`config.mk`:
```
export PLATFORM = sky130hd
export DESIGN_NAME = drc_ctrl
export DESIGN_NICKNAME = d
export VERILOG_FILES = /design/src/core/drc_pkg.sv /design/src/core/drc_timer_if.sv /design/src/core/drc_timer.sv /design/src/core/drc_ctrl.sv
export SDC_FILE = /design/constraint.sdc
export NUM_CORES = 1
export LEC_CHECK = 0
export BUFFER_PORTS_ARGS = -buffer_cell sky130_fd_sc_hd__buf_4
export CAP_MARGIN = 20
export CELL_PAD_IN_SITES_DETAIL_PLACEMENT = 0
export CELL_PAD_IN_SITES_GLOBAL_PLACEMENT = 1
export CORE_ASPECT_RATIO = 2
export CORE_MARGIN = 5
export CORE_UTILIZATION = 47
export CTS_CLUSTER_DIAMETER = 120
export DETAILED_ROUTE_END_ITERATION = 8
export HOLD_SLACK_MARGIN = 0.03
export PLACE_DENSITY = 0.89
export SKIP_LAST_GASP = 1
export SLEW_MARGIN = 0
export SYNTH_ARGS = -nofsm -noshare
export SYNTH_HDL_FRONTEND = slang
export SYNTH_SLANG_ARGS = --single-unit
export TNS_END_PERCENT = 10
```
`constraint.sdc`:
```
create_clock -name i_ref_clk -period 2.4 [get_ports i_ref_clk]
set_clock_uncertainty 0.05 [all_clocks]
set_input_delay 0.48 -clock i_ref_clk [delete_from_list [all_inputs] [get_ports i_ref_clk]]
set_output_delay 0.48 -clock i_ref_clk [all_outputs]
set_load 0.1 [all_outputs]
```
`src/core/drc_pkg.sv`:
```
package drc_pkg;
  // ==========================================
  // Timing figures in nanoseconds, plus row counts and bus widths.
  localparam int CLK_PERIOD_NS = 8;
  localparam int POWERUP_WAIT_NS = 100000;
  localparam int INIT_ROW_CYCLES = 8;
  localparam int RANDOM_CYCLE_PERIOD_NS_FAST = 260;
  localparam int RANDOM_CYCLE_PERIOD_NS_SLOW = 330;
  localparam int READ_WRITE_CYCLE_PERIOD_NS_FAST = 325;
  localparam int READ_WRITE_CYCLE_PERIOD_NS_SLOW = 410;
  localparam int PAGE_CYCLE_PERIOD_NS_FAST = 145;
  localparam int PAGE_CYCLE_PERIOD_NS_SLOW = 190;
  localparam int ROW_ACCESS_LATENCY_NS_FAST = 150;
  localparam int ROW_ACCESS_LATENCY_NS_SLOW = 200;
  localparam int COLUMN_ACCESS_LATENCY_NS_FAST = 75;
  localparam int COLUMN_ACCESS_LATENCY_NS_SLOW = 100;
  localparam int ROW_TO_COLUMN_DELAY_MIN_NS_FAST = 25;
  localparam int ROW_TO_COLUMN_DELAY_MIN_NS_SLOW = 30;
  localparam int ROW_TO_COLUMN_DELAY_MAX_NS_FAST = 75;
  localparam int ROW_TO_COLUMN_DELAY_MAX_NS_SLOW = 100;
  localparam int OUTPUT_RELEASE_DELAY_NS_FAST = 40;
  localparam int OUTPUT_RELEASE_DELAY_NS_SLOW = 50;
  localparam int WRITE_LEAD_NS_FAST = 60;
  localparam int WRITE_LEAD_NS_SLOW = 80;
  localparam int REFRESH_INTERVAL_NS = 4000000;
  localparam int REFRESH_ROWS = 256;
  localparam int ROW_PRECHARGE_NS_FAST = 100;
  localparam int ROW_PRECHARGE_NS_SLOW = 120;
  localparam int STROBE_MAX_WIDTH_NS = 10000;
  localparam int ADDR_W = 9;
  localparam int CELL_ADDR_W = 18;
  localparam int CNT_W = 16;

  // ==========================================
  // Cycle counts derived from the clock period.
  function automatic int ns_min(input int ns);
    int c;
    c = (ns + CLK_PERIOD_NS - 1) / CLK_PERIOD_NS;
    return (c < 1) ? 1 : c;
  endfunction

  function automatic int ns_max(input int ns);
    int c;
    c = ns / CLK_PERIOD_NS;
    return (c < 1) ? 1 : c;
  endfunction

  localparam int POWERUP_WAIT_CYC = ns_min(POWERUP_WAIT_NS);
  localparam int REFRESH_SPACING_CYC = ns_max(REFRESH_INTERVAL_NS / REFRESH_ROWS);
  localparam int STROBE_MAX_CYC = ns_max(STROBE_MAX_WIDTH_NS);

  typedef enum logic [3:0] {
    DRC_POWERUP = 4'h0,
    DRC_IDLE = 4'h1,
    DRC_RAS = 4'h2,
    DRC_CAS = 4'h3,
    DRC_WAIT = 4'h4,
    DRC_RMW_WR = 4'h5,
    DRC_PAGE_PRE = 4'h6,
    DRC_RAS_END = 4'h7,
    DRC_PRE = 4'h8
  } drc_state_t;
endpackage

```
`src/core/drc_timer_if.sv`:
```
`timescale 1ns/100ps
interface drc_timer_if;
  logic load;
  logic [drc_pkg::CNT_W-1:0] value;
  logic done;
  modport master (output load, output value, input done);
  modport timer (input load, input value, output done);
endinterface

```
`src/core/drc_timer.sv`:
```
`timescale 1ns/100ps
module drc_timer (
  input wire logic i_ref_clk,
  input wire logic i_rst_n,
  drc_timer_if.timer tif
);
  import drc_pkg::*;
  logic [CNT_W-1:0] cnt_q;
  logic [CNT_W-1:0] cnt_d;

  always_comb begin
    if (tif.load) begin
      cnt_d = tif.value;
    end else if (cnt_q != '0) begin
      cnt_d = cnt_q - 16'h0001;
    end else begin
      cnt_d = cnt_q;
    end
  end

  always_ff @(posedge i_ref_clk or negedge i_rst_n) begin
    if (!i_rst_n) begin
      cnt_q <= '0;
    end else begin
      cnt_q <= cnt_d;
    end
  end

  assign tif.done = (cnt_q == '0);
endmodule

```
`src/core/drc_ctrl.sv`:
```
`timescale 1ns/100ps
// Summary of operation
// - Wait 100 us, then eight row cycles.
// - Random cycles spaced by the cycle period.
// - Read-write cycles take the longer period.
// - Page column cycles spaced by page period.
// - Column strobe falls inside the delay window.
// - Write strobe leads both strobe rises.
// - Refresh all 256 rows every 4 ms.
// - Write strobe high reads, low writes.
// - Row then column address multiplexed.
module drc_ctrl #(
  parameter bit SLOW_GRADE = 1'b0,
  parameter int POWERUP_CYC = drc_pkg::POWERUP_WAIT_CYC,
  parameter int REFRESH_CYC = drc_pkg::REFRESH_SPACING_CYC
) (
  input wire logic i_ref_clk,
  input wire logic i_rst_n,
  input wire logic i_req_valid,
  input wire logic i_req_write,
  input wire logic i_req_rmw,
  input wire logic [drc_pkg::CELL_ADDR_W-1:0] i_req_addr,
  input wire logic i_req_wdata,
  input wire logic i_req_page,
  output logic o_req_ready,
  output logic o_rdata_valid,
  output logic o_rdata,
  output logic o_init_done,
  output logic o_ras_n,
  output logic o_cas_n,
  output logic o_we_n,
  output logic [drc_pkg::ADDR_W-1:0] o_muxed_addr_bus,
  output logic o_din,
  input wire logic i_dout
);
  import drc_pkg::*;

  if (POWERUP_CYC < 1 || POWERUP_CYC >= (1 << CNT_W) || REFRESH_CYC < 64 ||
      REFRESH_CYC > (1 << CNT_W)) begin : g_bad_timing
    $error("drc_ctrl: unsupported timing parameters");
  end

  // ==========================================
  // Grade-dependent cycle counts.
  localparam int RAS_CYC = ns_min(SLOW_GRADE ? ROW_TO_COLUMN_DELAY_MIN_NS_SLOW
                                             : ROW_TO_COLUMN_DELAY_MIN_NS_FAST);
  localparam int CAS_CYC = ns_min(SLOW_GRADE ? COLUMN_ACCESS_LATENCY_NS_SLOW
                                             : COLUMN_ACCESS_LATENCY_NS_FAST) + 1;
  localparam int RAC_CYC = ns_min(SLOW_GRADE ? ROW_ACCESS_LATENCY_NS_SLOW
                                             : ROW_ACCESS_LATENCY_NS_FAST) + 1;
  localparam int LEAD_CYC = ns_min(SLOW_GRADE ? WRITE_LEAD_NS_SLOW : WRITE_LEAD_NS_FAST);
  localparam int PC_CYC = ns_min(SLOW_GRADE ? PAGE_CYCLE_PERIOD_NS_SLOW
                                            : PAGE_CYCLE_PERIOD_NS_FAST);
  localparam int RC_CYC = ns_min(SLOW_GRADE ? RANDOM_CYCLE_PERIOD_NS_SLOW
                                            : RANDOM_CYCLE_PERIOD_NS_FAST);
  localparam int RWC_CYC = ns_min(SLOW_GRADE ? READ_WRITE_CYCLE_PERIOD_NS_SLOW
                                             : READ_WRITE_CYCLE_PERIOD_NS_FAST);
  localparam int RP_CYC = ns_min(SLOW_GRADE ? ROW_PRECHARGE_NS_SLOW : ROW_PRECHARGE_NS_FAST);
  localparam int OFF_CYC = ns_min(SLOW_GRADE ? OUTPUT_RELEASE_DELAY_NS_SLOW
                                             : OUTPUT_RELEASE_DELAY_NS_FAST);
  localparam int CP_CYC = (PC_CYC - CAS_CYC > OFF_CYC) ? PC_CYC - CAS_CYC : OFF_CYC;

  // ==========================================
  // Input pin synchroniser.
  logic dout_meta_q;
  logic dout_sync_q;
  always_ff @(posedge i_ref_clk or negedge i_rst_n) begin
    if (!i_rst_n) begin
      dout_meta_q <= 1'b0;
      dout_sync_q <= 1'b0;
    end else begin
      dout_meta_q <= i_dout;
      dout_sync_q <= dout_meta_q;
    end
  end

  // ==========================================
  // Cycle timer.
  drc_timer_if tif ();
  drc_timer u_timer (
    .i_ref_clk(i_ref_clk),
    .i_rst_n(i_rst_n),
    .tif(tif)
  );

  // ==========================================
  // Power-up wait, loaded once on the first cycle out of reset.
  logic started_q;
  logic pu_load;
  assign pu_load = !started_q;
  always_ff @(posedge i_ref_clk or negedge i_rst_n) begin
    if (!i_rst_n) begin
      started_q <= 1'b0;
    end else begin
      started_q <= 1'b1;
    end
  end

  // ==========================================
  // Sequencer.
  drc_state_t state_q, state_d;
  logic ras_n_q, ras_n_d, cas_n_q, cas_n_d, we_n_q, we_n_d, din_q, din_d;
  logic [ADDR_W-1:0] addr_q, addr_d;
  logic [ADDR_W-1:0] col_q, col_d;
  logic [7:0] ref_row_q, ref_row_d;
  logic [3:0] init_cnt_q, init_cnt_d;
  logic init_done_q, init_done_d;
  logic is_ref_q, is_ref_d, is_wr_q, is_wr_d, is_rmw_q, is_rmw_d;
  logic rvalid_q, rvalid_d, rdata_q, rdata_d;
  logic [15:0] ref_tmr_q, ref_tmr_d;
  logic ref_pend_q, ref_pend_d;
  logic [15:0] ras_age_q, ras_age_d;
  logic accept;

  assign o_req_ready = ((state_q == DRC_IDLE) && init_done_q && !ref_pend_q) ||
                       ((state_q == DRC_PAGE_PRE) && tif.done);
  assign accept = o_req_ready && i_req_valid;

  always_comb begin
    state_d = state_q;
    ras_n_d = ras_n_q;
    cas_n_d = cas_n_q;
    we_n_d = we_n_q;
    din_d = din_q;
    addr_d = addr_q;
    col_d = col_q;
    ref_row_d = ref_row_q;
    init_cnt_d = init_cnt_q;
    init_done_d = init_done_q;
    is_ref_d = is_ref_q;
    is_wr_d = is_wr_q;
    is_rmw_d = is_rmw_q;
    rvalid_d = 1'b0;
    rdata_d = rdata_q;
    tif.load = 1'b0;
    tif.value = '0;
    ref_pend_d = ref_pend_q;
    ref_tmr_d = ref_tmr_q;
    ras_age_d = ras_n_q ? 16'h0000 : ras_age_q + 16'h0001;
    if (ref_tmr_q == 16'h0000) begin
      ref_tmr_d = 16'(REFRESH_CYC - 1);
      ref_pend_d = init_done_q;
    end else begin
      ref_tmr_d = ref_tmr_q - 16'h0001;
    end
    case (state_q)
      DRC_POWERUP: begin
        if (tif.done && started_q) begin
          state_d = DRC_IDLE;
        end
      end
      DRC_IDLE: begin
        if (!init_done_q || ref_pend_q) begin
          // Row-only cycle: refresh or power-up warm-up, column strobe stays high.
          is_ref_d = 1'b1;
          if (ref_tmr_q != 16'h0000 && init_done_q) begin
            ref_pend_d = 1'b0;
          end
          addr_d = {1'b0, ref_row_q};
          ref_row_d = ref_row_q + 8'h01;
          ras_n_d = 1'b0;
          tif.load = 1'b1;
          tif.value = 16'(RAC_CYC);
          state_d = DRC_RAS_END;
        end else if (accept) begin
          is_ref_d = 1'b0;
          is_wr_d = i_req_write;
          is_rmw_d = i_req_rmw && !i_req_write;
          we_n_d = !(i_req_write);
          din_d = i_req_wdata;
          addr_d = i_req_addr[CELL_ADDR_W-1:ADDR_W];
          col_d = i_req_addr[ADDR_W-1:0];
          ras_n_d = 1'b0;
          tif.load = 1'b1;
          tif.value = 16'(RAS_CYC);
          state_d = DRC_RAS;
        end
      end
      DRC_RAS: begin
        addr_d = col_q;
        if (tif.done) begin
          cas_n_d = 1'b0;
          tif.load = 1'b1;
          tif.value = 16'((RAC_CYC - RAS_CYC > CAS_CYC)
                          ? RAC_CYC - RAS_CYC : CAS_CYC);
          state_d = DRC_CAS;
        end
      end
      DRC_CAS: begin
        if (tif.done) begin
          // Early writes never sample; reads sample after both latencies.
          if (!is_wr_q) begin
            rdata_d = dout_sync_q;
            rvalid_d = 1'b1;
          end
          if (is_rmw_q) begin
            we_n_d = 1'b0;
            din_d = !dout_sync_q;
            tif.load = 1'b1;
            tif.value = 16'(LEAD_CYC);
            state_d = DRC_RMW_WR;
          end else begin
            tif.load = 1'b1;
            tif.value = 16'(LEAD_CYC);
            state_d = DRC_WAIT;
          end
        end
      end
      DRC_RMW_WR, DRC_WAIT: begin
        if (tif.done) begin
          cas_n_d = 1'b1;
          if (i_req_page && !is_rmw_q && i_req_valid && !ref_pend_q &&
              ras_age_q < 16'(STROBE_MAX_CYC / 2)) begin
            tif.load = 1'b1;
            tif.value = 16'(CP_CYC);
            state_d = DRC_PAGE_PRE;
          end else begin
            ras_n_d = 1'b1;
            tif.load = 1'b1;
            tif.value = 16'(is_rmw_q ? RWC_CYC : RC_CYC);
            state_d = DRC_PRE;
          end
        end
      end
      DRC_PAGE_PRE: begin
        we_n_d = 1'b1;
        if (tif.done) begin
          if (i_req_valid) begin
            is_wr_d = i_req_write;
            is_rmw_d = 1'b0;
            we_n_d = !i_req_write;
            din_d = i_req_wdata;
            addr_d = i_req_addr[ADDR_W-1:0];
            cas_n_d = 1'b0;
            tif.load = 1'b1;
            tif.value = 16'(CAS_CYC);
            state_d = DRC_CAS;
          end else begin
            ras_n_d = 1'b1;
            tif.load = 1'b1;
            tif.value = 16'(RP_CYC);
            state_d = DRC_PRE;
          end
        end
      end
      DRC_RAS_END: begin
        if (tif.done) begin
          ras_n_d = 1'b1;
          tif.load = 1'b1;
          tif.value = 16'(RC_CYC - RAC_CYC);
          state_d = DRC_PRE;
          if (!init_done_q) begin
            init_cnt_d = init_cnt_q + 4'h1;
            init_done_d = (init_cnt_q == 4'(INIT_ROW_CYCLES - 1));
          end
        end
      end
      DRC_PRE: begin
        we_n_d = 1'b1;
        if (tif.done) begin
          state_d = DRC_IDLE;
        end
      end
      default: begin
        state_d = DRC_IDLE;
      end
    endcase
    if (pu_load) begin
      tif.load = 1'b1;
      tif.value = 16'(POWERUP_CYC);
    end
  end

  always_ff @(posedge i_ref_clk or negedge i_rst_n) begin
    if (!i_rst_n) begin
      state_q <= DRC_POWERUP;
      ras_n_q <= 1'b1;
      cas_n_q <= 1'b1;
      we_n_q <= 1'b1;
      din_q <= 1'b0;
      addr_q <= '0;
      col_q <= '0;
      ref_row_q <= 8'h00;
      init_cnt_q <= 4'h0;
      init_done_q <= 1'b0;
      is_ref_q <= 1'b0;
      is_wr_q <= 1'b0;
      is_rmw_q <= 1'b0;
      rvalid_q <= 1'b0;
      rdata_q <= 1'b0;
      ref_tmr_q <= 16'h0001;
      ref_pend_q <= 1'b0;
      ras_age_q <= 16'h0000;
    end else begin
      state_q <= state_d;
      ras_n_q <= ras_n_d;
      cas_n_q <= cas_n_d;
      we_n_q <= we_n_d;
      din_q <= din_d;
      addr_q <= addr_d;
      col_q <= col_d;
      ref_row_q <= ref_row_d;
      init_cnt_q <= init_cnt_d;
      init_done_q <= init_done_d;
      is_ref_q <= is_ref_d;
      is_wr_q <= is_wr_d;
      is_rmw_q <= is_rmw_d;
      rvalid_q <= rvalid_d;
      rdata_q <= rdata_d;
      ref_tmr_q <= ref_tmr_d;
      ref_pend_q <= ref_pend_d;
      ras_age_q <= ras_age_d;
    end
  end

  assign o_ras_n = ras_n_q;
  assign o_cas_n = cas_n_q;
  assign o_we_n = we_n_q;
  assign o_muxed_addr_bus = addr_q;
  assign o_din = din_q;
  assign o_rdata_valid = rvalid_q;
  assign o_rdata = rdata_q;
  assign o_init_done = init_done_q;
endmodule

```
==> flow_summary.html <==
<table>
<tr><th>Metric</th><th>Value</th></tr>
<tr><th colspan="2">Placed design</th></tr>
<tr><td>Placer Congestion</td><td>approximately 0.86</td></tr>
<tr><td>Cell total after placement</td><td>between 600 and 700</td></tr>
<tr><td>I/O Buffers</td><td>between 40 and 50</td></tr>
<tr><td>Estimated wirelength of the detail-placed design</td><td>about 8800 um</td></tr>
<tr><th colspan="2">Critical path</th></tr>
<tr><td>Kind of launch point of the worst setup path</td><td>flip-flop</td></tr>
<tr><td>Nature of the critical path endpoint</td><td>primary output</td></tr>
<tr><td>Crit Path Class</td><td>flip-flop to primary output</td></tr>
<tr><td>Top fanout value on the critical path</td><td>4</td></tr>
<tr><td>Endpoint arrival time on the critical path</td><td>1840 ps</td></tr>
<tr><td>Required time at the worst-slack endpoint</td><td>about 1900 ps</td></tr>
<tr><th colspan="2">Cells and area</th></tr>
<tr><td>Final standard cell count with taps included and fillers excluded</td><td>a little under 700</td></tr>
<tr><td>Share of the core filled with cells</td><td>0.582</td></tr>
<tr><td>Layout Nets</td><td>between 500 and 600</td></tr>
<tr><td>Number of inserted diodes</td><td>0</td></tr>
<tr><td>Layout Area Growth over Synthesis</td><td>21.3%</td></tr>
<tr><td>Share of final-layout standard cells stronger than drive strength 1</td><td>0.246</td></tr>
<tr><th colspan="2">Die</th></tr>
<tr><td>Die area</td><td>0.0126 mm^2</td></tr>
<tr><td>Vert. Die Dim</td><td>about 150 um</td></tr>
<tr><td>Number of placement rows</td><td>52</td></tr>
<tr><td>Placeable core region</td><td>just over 0.01 mm^2</td></tr>
<tr><td>Starting density of the core</td><td>0.480</td></tr>
<tr><td>Number of top-level design ports</td><td>43</td></tr>
<tr><td>Floorplan die width</td><td>roughly 82 um</td></tr>
<tr><th colspan="2">Power and ir drop</th></tr>
<tr><td>Total power divided by cell area</td><td>~560 mW/mm^2</td></tr>
<tr><td>Static power due to leakage</td><td>~2.6 nW</td></tr>
<tr><td>Maximum resistive drop on vdd</td><td>around 0.36 mV</td></tr>
<tr><th colspan="2">Synthesis</th></tr>
<tr><td>Mean cell area of the mapped netlist</td><td>~10 um^2</td></tr>
<tr><td>EDFF count, synth</td><td>0</td></tr>
<tr><td>Leading area contributor after synthesis</td><td>sky130_fd_sc_hd__dfrtp_1</td></tr>
<tr><td>Dominant cells by area after synthesis</td><td>sky130_fd_sc_hd__dfrtp_1 47%, sky130_fd_sc_hd__mux2_2 5.8%, sky130_fd_sc_hd__xnor2_1 3.8%</td></tr>
<tr><td>Netlist cell types</td><td>between 50 and 60</td></tr>
<tr><td>Asr flop ratio synth</td><td>1.00</td></tr>
<tr><td>Share of Yosys cell area claimed by the top area cell type</td><td>0.470</td></tr>
<tr><td>YS warnings</td><td>0</td></tr>
<tr><td>Synthesized flop and latch total</td><td>95</td></tr>
<tr><td>Part of the Yosys area used for sequential elements</td><td>0.492</td></tr>
<tr><td>Syn nets</td><td>a little over 500</td></tr>
<tr><td>Post-Synthesis Cell Area</td><td>around 0.0048 mm^2</td></tr>
<tr><td>Cell count after synthesis</td><td>~480</td></tr>
<tr><td>Most frequently used flop master after synthesis</td><td>sky130_fd_sc_hd__dfrtp_1</td></tr>
<tr><th colspan="2">Timing</th></tr>
<tr><td>Final-layout worst hold slack</td><td>around 190 ps</td></tr>
<tr><td>Fraction of the cycle the final worst path needs</td><td>0.989</td></tr>
<tr><td>RSZ-0062 raised after global routing</td><td>true</td></tr>
<tr><td>Endpoints failing setup</td><td>0</td></tr>
<tr><td>Relative slew slack</td><td>0.644</td></tr>
<tr><td>Number of max-slew violations in the final report</td><td>0</td></tr>
<tr><td>Maximum achievable frequency</td><td>0.421 GHz</td></tr>
<tr><td>Transition time of the tightest slew-check pin</td><td>527 ps</td></tr>
<tr><td>Setup tns final</td><td>0 ps</td></tr>
<tr><td>Number of hold violations in the final report</td><td>0</td></tr>
<tr><td>Final period demand of the worst path</td><td>~2400 ps</td></tr>
<tr><th colspan="2">Routing</th></tr>
<tr><td>Number of optimization iterations in the first detailed-route pass</td><td>4</td></tr>
<tr><td>Routed wirelength normalized by instance count</td><td>between 15 and 20 um</td></tr>
<tr><td>Vias after detailed routing</td><td>between 3000 and 4000</td></tr>
<tr><td>Final routed wirelength across all metal layers</td><td>~12000 um</td></tr>
<tr><td>Remaining DRCs</td><td>0</td></tr>
<tr><td>Initial drt markers</td><td>about 220</td></tr>
<tr><td>Via count normalized by instance count</td><td>5.73</td></tr>
<tr><td>Number of antenna-violating nets in the routed design</td><td>0</td></tr>
<tr><th colspan="2">Clock tree</th></tr>
<tr><td>TritonCTS Buffers</td><td>9</td></tr>
<tr><td>Clock-pin slew on the worst setup and hold paths</td><td>70 ps</td></tr>
<tr><td>Worst-Skew Late Latency</td><td>between 300 and 400 ps</td></tr>
<tr><td>CTS tree</td><td>done</td></tr>
<tr><td>Number of sinks handled by clock tree synthesis</td><td>95</td></tr>
<tr><td>Root Buffer Master</td><td>sky130_fd_sc_hd__clkbuf_16</td></tr>
<tr><td>H-tree depth</td><td>3</td></tr>
<tr><td>Max Root-Sink Buffers</td><td>2</td></tr>
<tr><th colspan="2">Global route</th></tr>
<tr><td>Met3 routing resource usage after global routing</td><td>0.0392</td></tr>
<tr><td>Total global routing track utilization</td><td>0.203</td></tr>
<tr><td>GR Util met2</td><td>0.374</td></tr>
<tr><td>Initial antenna violation count</td><td>0</td></tr>
<tr><td>Busiest metal layer after global routing</td><td>met2</td></tr>
<tr><td>Global-route wire length before repair</td><td>19600 um</td></tr>
<tr><td>Remaining global-route overflow</td><td>0</td></tr>
<tr><td>Maximum number of pins on one net before global-route repair</td><td>46</td></tr>
<tr><td>GRT met1 Usage</td><td>0.204</td></tr>
<tr><td>Vias in the first global route</td><td>between 4000 and 5000</td></tr>
<tr><th colspan="2">Hold path</th></tr>
<tr><td>HP Class</td><td>primary input to flip-flop</td></tr>
<tr><th colspan="2">Job</th></tr>
<tr><td>Max-Cap Viols</td><td>0</td></tr>
<tr><th colspan="2">Outcome</th></tr>
<tr><td>Status</td><td>finished clean</td></tr>
</table>
[stage by stage]
step           area, um^2  power (W)  setup slack (ps)
2_1_floorplan        4860    0.00174              6.24
3_3_place_gp         5430    0.00184               141
3_5_place_dp         5430    0.00184               113
4_1_cts              5840    0.00332              11.5
5_1_grt              5870    0.00342             -26.5
6_report             5870    0.00330              26.5
[flip-flops by register name (all words and copies together) (netlist names), 4 cells and up]
| signal | flops |
|---|---|
| ras_age_q | 16 |
| o_muxed_addr_bus | 9 |
| col_q | 9 |
| state_q | 4 |
| ref_row_q | 8 |
| ref_tmr_q | 16 |
| init_cnt_q | 4 |
| u_timer.cnt_q | 16 |
[where the power goes]
group / leakage [nW] / internal (W) / switching [W]
clock: 0.143 / 0.000826 / 0.000646
sequential: 1.19 / 0.00162 / 0.0000214
combinational: 1.30 / 0.0000898 / 0.0000983
total: 2.63 / 0.00253 / 0.000765
[cell families after synthesis]
| logic type | Yosys count | synth area share |
|---|---|---|
| AO/OA/AOI/OAI | 91 | 0.119 |
| XOR/XNOR | 40 | 0.0724 |
| adder cells (fa/ha/maj) | 8 | 0.0207 |
| buffers and inverters | 31 | 0.0271 |
| flip-flops | 95 | 0.492 |
| multiplexers | 33 | 0.0747 |
| other | 1 | 0.000775 |
| AND/OR/NAND/NOR | 180 | 0.193 |
[repair_timing]
item | 4_1_cts | 5_1_grt
pin swaps | 2 | 3
gates cloned | 0 | 0
gates resized for setup | 10 | 2
setup endpoints to repair | 1 | 2
endpoints found under the hold margin | 22 | 0
setup buffers | 4 | 3
hold buffers | 1 | 0
[placed cells by master, fill, tap and decap left out, types with 13 or more instances in the layout]
master,count
sky130_fd_sc_hd__nand2_1,45
sky130_fd_sc_hd__xor2_1,19
sky130_fd_sc_hd__nor3_1,13
sky130_fd_sc_hd__mux2_2,25
sky130_fd_sc_hd__nor2_1,47
sky130_fd_sc_hd__xnor2_1,21
sky130_fd_sc_hd__a21oi_1,15
sky130_fd_sc_hd__nand3_1,17
sky130_fd_sc_hd__o21ai_0,30
sky130_fd_sc_hd__buf_4,67
sky130_fd_sc_hd__dfrtp_1,89
[final timing paths]
check / startpoint / end / slack, ps / cells past startpoint
worst max register to register: u_timer.cnt_q[3]$_DFFE_PN0P_ / init_cnt_q[3]$_DFFE_PN0P_ / 150 / 7
worst min register to register: dout_meta_q$_DFF_PN0_ / dout_sync_q$_DFF_PN0_ / 300 / 0
worst min-delay path: i_dout / dout_meta_q$_DFF_PN0_ / 190 / 1
max in group asynchronous: i_rst_n / o_cas_n$_DFFE_PN1P_ / 1040 / 3
min in group asynchronous: i_rst_n / ref_row_q[1]$_DFFE_PN0P_ / 510 / 2
worst max-delay path: u_timer.cnt_q[3]$_DFFE_PN0P_ / o_req_ready / 30 / 5
[cell usage after synthesis (2+ instances only)]
| cell | n |
|---|---|
| sky130_fd_sc_hd__nor4_2 | 3 |
| sky130_fd_sc_hd__mux2_2 | 25 |
| sky130_fd_sc_hd__inv_1 | 12 |
| sky130_fd_sc_hd__ha_1 | 8 |
| sky130_fd_sc_hd__dfstp_2 | 4 |
| sky130_fd_sc_hd__nor4b_1 | 4 |
| sky130_fd_sc_hd__nor2b_1 | 6 |
| sky130_fd_sc_hd__o21ai_0 | 31 |
| sky130_fd_sc_hd__o22ai_1 | 6 |
| sky130_fd_sc_hd__nand4_1 | 9 |
| sky130_fd_sc_hd__nor3b_1 | 2 |
| sky130_fd_sc_hd__xnor2_1 | 21 |
| sky130_fd_sc_hd__nand2b_1 | 4 |
| sky130_fd_sc_hd__a21oi_1 | 15 |
| sky130_fd_sc_hd__or4_4 | 2 |
| sky130_fd_sc_hd__o31ai_1 | 3 |
| sky130_fd_sc_hd__xor2_1 | 19 |
| sky130_fd_sc_hd__a22oi_1 | 10 |
| sky130_fd_sc_hd__nor2_1 | 47 |
| sky130_fd_sc_hd__o21bai_1 | 3 |
| sky130_fd_sc_hd__and2_1 | 2 |
| sky130_fd_sc_hd__nand3_2 | 2 |
| sky130_fd_sc_hd__or2_2 | 2 |
| sky130_fd_sc_hd__nor3_1 | 13 |
| sky130_fd_sc_hd__o41ai_1 | 2 |
| sky130_fd_sc_hd__mux2i_1 | 8 |
| sky130_fd_sc_hd__nand2_1 | 45 |
| sky130_fd_sc_hd__o211ai_1 | 3 |
| sky130_fd_sc_hd__a221o_1 | 2 |
| sky130_fd_sc_hd__a21o_1 | 2 |
| sky130_fd_sc_hd__and3_1 | 2 |
| sky130_fd_sc_hd__buf_2 | 6 |
| sky130_fd_sc_hd__a31oi_1 | 4 |
| sky130_fd_sc_hd__or3_1 | 6 |
| sky130_fd_sc_hd__dfrtp_1 | 91 |
| sky130_fd_sc_hd__o21a_1 | 2 |
| sky130_fd_sc_hd__nor4_1 | 5 |
| sky130_fd_sc_hd__nand3_1 | 17 |
| sky130_fd_sc_hd__clkbuf_1 | 11 |
[cell type report]
class / count / area [um^2]
well taps: 135 / 169
inverters: 12 / 45.0
repair buffers: 72 / 569
clock buffers: 10 / 229
fillers: 870 / 4210
flip-flops and latches: 95 / 2390
multi-input cells: 353 / 2400
clock inverters: 6 / 76.3
[worst max-delay path: stages, from the launching register on]
cell and delay (ps):
sky130_fd_sc_hd__dfrtp_2 450, sky130_fd_sc_hd__nor4_4 380, sky130_fd_sc_hd__nand4_1 160, sky130_fd_sc_hd__buf_6 150
sky130_fd_sc_hd__o21ai_4 160, sky130_fd_sc_hd__buf_12 190
[metal layers]
metal  up-vias  share of wire
met5         -              0
met4         0          0.037
met3        30          0.035
met2        76           0.57
met1      1959           0.35
li1       1847              -
(Power assumes the default switching activity.)
